[config.mk]
export PLATFORM = sky130hd
export DESIGN_NAME = rcs_reset_status
export DESIGN_NICKNAME = d
export VERILOG_FILES = /design/src/inc/rcs_pkg.sv /design/src/logic/rcs_watchdog.sv /design/src/logic/rcs_reset_status.sv
export SDC_FILE = /design/constraint.sdc
export NUM_CORES = 1
export LEC_CHECK = 0
export ABC_CLOCK_PERIOD_IN_PS = 4600
export BUFFER_PORTS_ARGS = -buffer_cell sky130_fd_sc_hd__buf_2
export CORE_ASPECT_RATIO = 0.7
export CORE_MARGIN = 1
export CORE_UTILIZATION = 51
export CTS_BUF_LIST = sky130_fd_sc_hd__clkbuf_8
export CTS_CLUSTER_SIZE = 24
export DETAILED_ROUTE_END_ITERATION = 10
export PLACE_DENSITY = 0.75
export SYNTH_ARGS = -nofsm -noshare
export SYNTH_HDL_FRONTEND = slang
export SYNTH_HIERARCHICAL = 1
export SYNTH_SLANG_ARGS = --single-unit
[constraint.sdc]
create_clock -name ref_clk_i -period 4.6 [get_ports ref_clk_i]
set_input_delay 0.92 -clock ref_clk_i [delete_from_list [all_inputs] [get_ports ref_clk_i]]
set_output_delay 0.92 -clock ref_clk_i [all_outputs]
set_load 0.05 [all_outputs]
[src/inc/rcs_pkg.sv]
/*
  Constants and types shared by the reset-cause status block and its
  watchdog counter: status bit positions, reset values, service codes,
  timing counts and the sequencer state enumeration.
  Assumes a single 50 MHz bus clock and 8-bit register data.

  // Contract
  // - Status flags are read-only and a read never changes them.
  // - A debug-forced reset leaves every status flag cleared.
  // - With watchdog enabled, a status write other than 0x55/0xAA forces reset.
  // - Writing 0x55 then 0xAA clears the watchdog, flags stay unchanged.
  // - Power-on reset sets bit 7 and bit 1, clears all others.
  // - Enabled undervoltage reset sets bit 1, keeps bit 7, clears others.
  // - At reset entry each active source sets its bit, inactive ones clear.
  // - Low level on the external reset input sets bit 6.
  // - Watchdog timeout sets bit 5; blocked while watchdog disabled.
  // - Unimplemented, disallowed halt or debug-halt opcode resets, sets bit 4.
  // - Access to an unimplemented address resets and sets bit 3.
  // - Loss of the external clock resets and sets bit 2.
  // - Force-reset register ignores user writes, reads 0x00, needs debug write.
  // - Debug write of 1 to bit 0 of force register resets the MCU.
*/
package rcs_pkg;

  // Register data width
  localparam int unsigned RCS_DATA_W = 8;

  // Status bit positions
  localparam int unsigned RCS_BIT_POR  = 7;
  localparam int unsigned RCS_BIT_PIN  = 6;
  localparam int unsigned RCS_BIT_WDOG = 5;
  localparam int unsigned RCS_BIT_OPC  = 4;
  localparam int unsigned RCS_BIT_ADR  = 3;
  localparam int unsigned RCS_BIT_CLK  = 2;
  localparam int unsigned RCS_BIT_UV   = 1;
  localparam int unsigned RCS_BIT_ZERO = 0;

  // Status value left by a power-on reset
  localparam logic [RCS_DATA_W-1:0] RCS_POR_VALUE    = 8'h82;
  // Watchdog service codes
  localparam logic [RCS_DATA_W-1:0] RCS_SVC_FIRST    = 8'h55;
  localparam logic [RCS_DATA_W-1:0] RCS_SVC_SECOND   = 8'haa;
  // Fixed read value of the force-reset register
  localparam logic [RCS_DATA_W-1:0] RCS_FORCE_RDATA  = 8'h00;
  localparam int unsigned           RCS_FORCE_BIT    = 0;

  // Register select codes
  localparam logic RCS_SEL_STATUS = 1'b0;
  localparam logic RCS_SEL_FORCE  = 1'b1;

  // Reset pulse length in bus cycles
  localparam int unsigned             RCS_HOLD_W    = 5;
  localparam logic [RCS_HOLD_W-1:0]   RCS_HOLD_LAST = 5'h0f;
  localparam logic [RCS_HOLD_W-1:0]   RCS_HOLD_STEP = 5'h01;

  // Watchdog counter width and default timeout in bus cycles
  localparam int unsigned RCS_WDOG_W       = 18;
  localparam int unsigned RCS_WDOG_DEFAULT = 8192;

  // Sequencer states
  typedef enum logic {
    RCS_RUN,
    RCS_HOLD
  } rcs_state_t;

endpackage : rcs_pkg

[src/logic/rcs_watchdog.sv]
/*
  Watchdog counter of the reset-cause block.
  Assumes enable and clear are synchronous to ref_clk_i; timeout_o is a
  one-cycle pulse when the count reaches the timeout.
*/
`timescale 1ns/1ps
module rcs_watchdog
  import rcs_pkg::*;
#(
  parameter int unsigned TIMEOUT_CYCLES = RCS_WDOG_DEFAULT
) (
  // Clock and reset
  input  wire logic ref_clk_i,
  input  wire logic resetn_i,
  // Control
  input  wire logic enable_i,
  input  wire logic clear_i,
  // Event
  output logic      timeout_o
);

  typedef struct packed {
    logic [RCS_WDOG_W-1:0] count;
    logic                  timeout;
  } rcs_wdog_t;

  localparam logic [RCS_WDOG_W-1:0] LAST = RCS_WDOG_W'(TIMEOUT_CYCLES - 1);
  localparam logic [RCS_WDOG_W-1:0] STEP = 18'h00001;

  rcs_wdog_t cur;
  rcs_wdog_t next_cur;

  // Count is held at zero while disabled so no timeout can escape
  always_comb begin
    next_cur         = cur;
    next_cur.timeout = 1'b0;
    if (clear_i || !enable_i) begin
      next_cur.count = '0;
    end else if (cur.count == LAST) begin
      next_cur.count   = '0;
      next_cur.timeout = 1'b1;
    end else begin
      next_cur.count = cur.count + STEP;
    end
  end

  // State register
  always_ff @(posedge ref_clk_i or negedge resetn_i) begin
    if (!resetn_i) begin
      cur <= '0;
    end else begin
      cur <= next_cur;
    end
  end

  assign timeout_o = cur.timeout;

endmodule : rcs_watchdog

[src/logic/rcs_reset_status.sv]
/*
  Reset-cause capture, watchdog service port and debug-forced reset.
  Holds the reset cause status register and the debug force-reset
  register, and drives the MCU reset request.
  Assumes resetn_i is the power-on reset of this block only; the MCU
  reset it drives does not reset this block, so the flags survive.
  Source inputs are synchronous to ref_clk_i; opcode and address
  faults are one-cycle strobes from the core.
*/
`timescale 1ns/1ps
module rcs_reset_status
  import rcs_pkg::*;
#(
  parameter int unsigned WDOG_TIMEOUT_CYCLES = RCS_WDOG_DEFAULT
) (
  // Clock and power-on reset
  input  wire logic                  ref_clk_i,
  input  wire logic                  resetn_i,

  // Register access port
  input  wire logic                  reg_sel_i,
  input  wire logic                  reg_wr_i,
  input  wire logic                  reg_rd_i,
  input  wire logic                  reg_bdm_i,
  input  wire logic [RCS_DATA_W-1:0] reg_wdata_i,
  output logic      [RCS_DATA_W-1:0] reg_rdata_o,

  // Pin and supply sources
  input  wire logic                  ext_reset_n_i,
  input  wire logic                  undervoltage_i,
  input  wire logic                  undervoltage_reset_enable_i,
  input  wire logic                  ext_clk_missing_i,

  // Core fault strobes and options
  input  wire logic                  opcode_unimpl_i,
  input  wire logic                  halt_instr_i,
  input  wire logic                  halt_mode_permit_i,
  input  wire logic                  debug_halt_instruction_i,
  input  wire logic                  background_mode_permit_i,
  input  wire logic                  bad_address_i,

  // Watchdog option
  input  wire logic                  watchdog_enable_i,

  // Reset request and status view
  output logic                       mcu_reset_o,
  output logic      [RCS_DATA_W-1:0] reset_cause_status_o
);

  // Whole state of the block
  typedef struct packed {
    rcs_state_t              state;
    logic [RCS_HOLD_W-1:0]   hold;
    logic [RCS_DATA_W-1:0]   status;
    logic                    armed;
    logic [RCS_DATA_W-1:0]   rdata;
  } rcs_main_t;

  // Power-on leaves the MCU held in reset with the power-on cause
  localparam rcs_main_t RESET_ST = '{
    state:  RCS_HOLD,
    hold:   RCS_HOLD_LAST,
    status: RCS_POR_VALUE,
    armed:  1'b0,
    rdata:  '0
  };

  rcs_main_t cur;
  rcs_main_t next_cur;

  // Decoded accesses and events
  logic running;
  logic wr_status;
  logic wr_force;
  logic svc_first;
  logic svc_second;
  logic bad_write;
  logic service_ok;
  logic wdog_timeout;
  logic wdog_clear;
  logic wdog_run;
  logic src_pin;
  logic src_wdog;
  logic src_opc;
  logic src_adr;
  logic src_clk;
  logic src_uv;
  logic force_req;
  logic any_src;
  logic [RCS_DATA_W-1:0] captured;

  // Register writes are only honoured while the core runs; reads are not gated
  assign running    = (cur.state == RCS_RUN);
  assign wr_status  = reg_wr_i && (reg_sel_i == RCS_SEL_STATUS) && running;
  assign wr_force   = reg_wr_i && (reg_sel_i == RCS_SEL_FORCE) && running;

  // Service code compare
  assign svc_first  = (reg_wdata_i == RCS_SVC_FIRST);
  assign svc_second = (reg_wdata_i == RCS_SVC_SECOND);

  // Any other value written while the watchdog is on is a fault
  assign bad_write  = wr_status && watchdog_enable_i
                      && !svc_first && !svc_second;

  // Second half of the sequence only counts after the first half
  assign service_ok = wr_status && watchdog_enable_i
                      && svc_second && cur.armed;

  // Counter is frozen at zero during the reset pulse
  assign wdog_run   = running && watchdog_enable_i;
  assign wdog_clear = service_ok || !running;

  // Watchdog counter
  rcs_watchdog #(
    .TIMEOUT_CYCLES (WDOG_TIMEOUT_CYCLES)
  ) u_watchdog (
    .ref_clk_i (ref_clk_i),
    .resetn_i  (resetn_i),
    .enable_i  (wdog_run),
    .clear_i   (wdog_clear),
    .timeout_o (wdog_timeout)
  );

  // Reset sources as seen in the current cycle
  assign src_pin  = !ext_reset_n_i;
  assign src_wdog = (wdog_timeout && watchdog_enable_i) || bad_write;
  assign src_opc  = opcode_unimpl_i
                    || (halt_instr_i && !halt_mode_permit_i)
                    || (debug_halt_instruction_i && !background_mode_permit_i);
  assign src_adr  = bad_address_i;
  assign src_clk  = ext_clk_missing_i;
  assign src_uv   = undervoltage_i && undervoltage_reset_enable_i;

  // Only a debug write may force a reset; user writes fall away
  assign force_req = wr_force && reg_bdm_i
                     && reg_wdata_i[RCS_FORCE_BIT];

  // Anything that starts a reset pulse
  assign any_src = src_pin || src_wdog || src_opc || src_adr
                   || src_clk || src_uv || force_req;

  // Status image taken at reset entry; the debug force has no bit
  always_comb begin
    captured               = '0;
    captured[RCS_BIT_POR]  = src_uv && cur.status[RCS_BIT_POR];
    captured[RCS_BIT_PIN]  = src_pin;
    captured[RCS_BIT_WDOG] = src_wdog;
    captured[RCS_BIT_OPC]  = src_opc;
    captured[RCS_BIT_ADR]  = src_adr;
    captured[RCS_BIT_CLK]  = src_clk;
    captured[RCS_BIT_UV]   = src_uv;
    captured[RCS_BIT_ZERO] = 1'b0;
  end

  // Next-state logic
  always_comb begin
    next_cur = cur;

    unique case (cur.state)
      // Normal operation: watch for sources and service writes
      RCS_RUN: begin
        if (any_src) begin
          next_cur.state  = RCS_HOLD;
          next_cur.hold   = RCS_HOLD_LAST;
          next_cur.status = captured;
          next_cur.armed  = 1'b0;
        end else if (wr_status && watchdog_enable_i) begin
          // Status flags are never written; only the arm bit moves
          next_cur.armed  = svc_first;
        end
      end

      // Reset pulse: sources are ignored until the pulse ends
      RCS_HOLD: begin
        next_cur.armed = 1'b0;
        if (cur.hold == '0) begin
          next_cur.state = RCS_RUN;
        end else begin
          next_cur.hold = cur.hold - RCS_HOLD_STEP;
        end
      end
    endcase

    // Read data; reading has no side effect on any flag
    if (reg_rd_i) begin
      if (reg_sel_i == RCS_SEL_STATUS) begin
        next_cur.rdata = cur.status;
      end else begin
        next_cur.rdata = RCS_FORCE_RDATA;
      end
    end
  end

  // State register
  always_ff @(posedge ref_clk_i or negedge resetn_i) begin
    if (!resetn_i) begin
      cur <= RESET_ST;
    end else begin
      cur <= next_cur;
    end
  end

  // Outputs straight from the state register
  assign mcu_reset_o          = (cur.state == RCS_HOLD);
  assign reg_rdata_o          = cur.rdata;
  assign reset_cause_status_o = cur.status;

endmodule : rcs_reset_status

==> impl_metrics.json <==
{
  "die_x_um": 79.3,
  "ant_nets": 0,
  "critPathKind": "primary input to register",
  "yosysUniqueCellTypes": 47,
  "ys_ff_latch": 40,
  "place_congestion": 0.769,
  "async_flop_share": 1.00,
  "cts_sinks": 40,
  "tritoncts": "yes",
  "start_kind": "primary input",
  "drive_gt1_frac": 0.288,
  "nets": 266,
  "root_buffer": "clkbuf_8",
  "grt_use_total": 0.199,
  "grt_pass1_vias": 1435,
  "core_area_um2": 3970,
  "layout_common_cells": "buf_2, dfrtp_1, nor2_1, inv_1",
  "port_buffers": 39,
  "final-hold-violation-count": 0,
  "synthCells": 213,
  "worst_slack_ps": 2260,
  "dr_total_vias": 1526,
  "cts_resized": 0,
  "fin_setup_tns_ps": 0,
  "start_util": 0.538,
  "power_density_nw_per_um2": 485,
  "fin_skew_ps": 5.82,
  "netlist_area_um2": 2130,
  "dpl.hpwl_um": 2740,
  "fin_crit_sh": 0.510,
  "final_common_cell": "buf_2",
  "maxSlewViolCount": 0,
  "relSlewSlack": 0.419,
  "antenna_found_initial": 0,
  "drt-initial-drc-count": 77,
  "numCtsBuffers": 5,
  "min_path_type": "register to register",
  "tightest_slew_ps": 871,
  "fp.dieH_um": 56.1,
  "yosysSeqAreaShare": 0.473,
  "outcome": "complete, no violations",
  "path_clk_slew_ps": 90,
  "finalWirelength_um": 3870,
  "overflow": 0,
  "first_pass_iters": 4,
  "fmax_mhz": 427,
  "worstPathMaxFanout": 10,
  "cts_buffer_depth": 2,
  "critical_path_required_ps": 4790,
  "die_area_um2": 4450,
  "clk_latency_ps": 300,
  "place_area_um2": 2240,
  "finalCriticalPeriod_ps": 2340,
  "cp-end-kind": "register",
  "ys_warn_count": 6,
  "peakVddDrop_mv": 0.463,
  "grt_pass1_wl_um": 6640,
  "num_antenna_cells": 0,
  "rsz0062_at_grt": "false",
  "synth_edf_count": 0,
  "htreeDepth": 2,
  "cellLeakagePower_nw": 1.03,
  "row_count": 19,
  "dp_slack_ps": 1930,
  "nFillCells": 341,
  "vias_per_cell": 5.23,
  "cts_setup_buffers": 0,
  "drcViolationCount": 0,
  "grt_max_degree": 41,
  "postLayoutCoreUtil": 0.593,
  "stdcell_area_um2": 2350,
  "finalSetupViolations": 0,
  "syn_to_final_growth_pct": 10.3,
  "holdBufCountCts": 0,
  "max_cap_violations": 0,
  "syn_area_per_cell_um2": 10.0,
  "power_w": 0.00114,
  "post_drt_wl_per_cell_um": 13.2,
  "ios": 42,
  "synth_ff_type": "dfrtp_1",
  "crit_arrival_ps": 2530
}
synthesized netlist by cell type, types with 2 or more instances:
master,instances,share of area
xnor2_1,14,0.057
o211ai_1,2,0.0070
nand4_1,2,0.0059
o22ai_1,2,0.0059
dfstp_2,7,0.086
dfrtp_1,33,0.39
o21ai_0,10,0.023
nor3_1,3,0.0070
or3_1,2,0.0059
buf_6,2,0.011
xor2_1,4,0.016
nor2_1,23,0.040
inv_1,19,0.033
nand2_1,14,0.025
a21oi_1,3,0.0070
and4bb_2,2,0.012
nand3_1,10,0.023
nor4b_1,2,0.0082
nor4_1,5,0.015
ha_1,2,0.012
nor2b_1,2,0.0059
mux2_4,2,0.014
nand3b_1,7,0.025
nor4bb_1,2,0.0094
buf_4,17,0.060
where the power goes:
group	switching [W]	leakage, nW	internal [W]
registers	0.0000514	0.521	0.000429
clock network	0.000134	0.0548	0.000163
logic	0.000249	0.452	0.000116
total	0.000434	1.03	0.000708
area by class of cell:
type | count | area (µm²) | area share
inverters | 19 | 71.3 | 0.0303
flip-flops and latches | 40 | 1010 | 0.429
multi-input cells | 134 | 898 | 0.382
well taps | 52 | 65.1 | 0.0276
clock buffers | 5 | 68.8 | 0.0292
repair buffers | 39 | 195 | 0.0829
clock inverters | 3 | 46.3 | 0.0197
worst max-delay path, stage by stage:
cell and delay, ps:
buf_2 100, nor4bb_1 350, nand2_1 140, a32oi_2 260
a31o_1 430, mux2_4 330
metrics by stage:
step	hold WS, ps	cells
finish	489	292
floorplan	448	214
global route	507	292
global placement	469	284
CTS	487	292
detailed placement	475	284
path summary, 6_finish.rpt:
path | start | endpoint | slack (ps) | cells past startpoint
min in group asynchronous | resetn_i | u_watchdog/cur[18] | 740 | 1
worst max register to register | mcu_reset_o | reset_cause_status_o[2] | 2390 | 5
max in group asynchronous | resetn_i | u_watchdog/cur[10] | 3320 | 1
worst max-delay path | reg_wdata_i[4] | reset_cause_status_o[2] | 2260 | 6
worst min-delay path | u_watchdog/cur[1] | u_watchdog/cur[1] | 490 | 1
worst min register to register | u_watchdog/cur[1] | u_watchdog/cur[1] | 490 | 1
routing by layer:
| metal | wire length (µm) | GRT usage | vias to the layer above | part of all wire |
|---|---|---|---|---|
| met3 | 128 | 0.0492 | 4 | 0.033 |
| met4 | 58 | 0.0857 | 0 | 0.015 |
| met2 | 1780 | 0.288 | 28 | 0.46 |
| met1 | 1900 | 0.282 | 736 | 0.49 |
| met5 | 0 | 0 | - | 0 |
| li1 | - | - | 758 | - |
sequential cells by signal, summed over array words and instances, names as in the netlist:
signal                flops
mcu_reset_o               1
reset_cause_status_o      7
u_watchdog/timeout_o      1
u_watchdog/cur           18
cur                       6
reg_rdata_o               7
cells by family (layout without fill, tap and decap cells):
| logic type | count (synthesis) | count (layout) | share of synthesized area |
|---|---|---|---|
| AND/OR/NAND/NOR | 83 | 83 | 0.228 |
| flip-flops | 40 | 40 | 0.473 |
| buffers and inverters | 40 | 66 | 0.108 |
| AO/OA/AOI/OAI | 27 | 27 | 0.0897 |
| XOR/XNOR | 18 | 18 | 0.0739 |
| adder cells (fa/ha/maj) | 2 | 2 | 0.0117 |
| multiplexers | 2 | 2 | 0.0141 |
| other | 1 | 2 | 0.00176 |
Note: power is estimated with default switching activity, not from simulation.
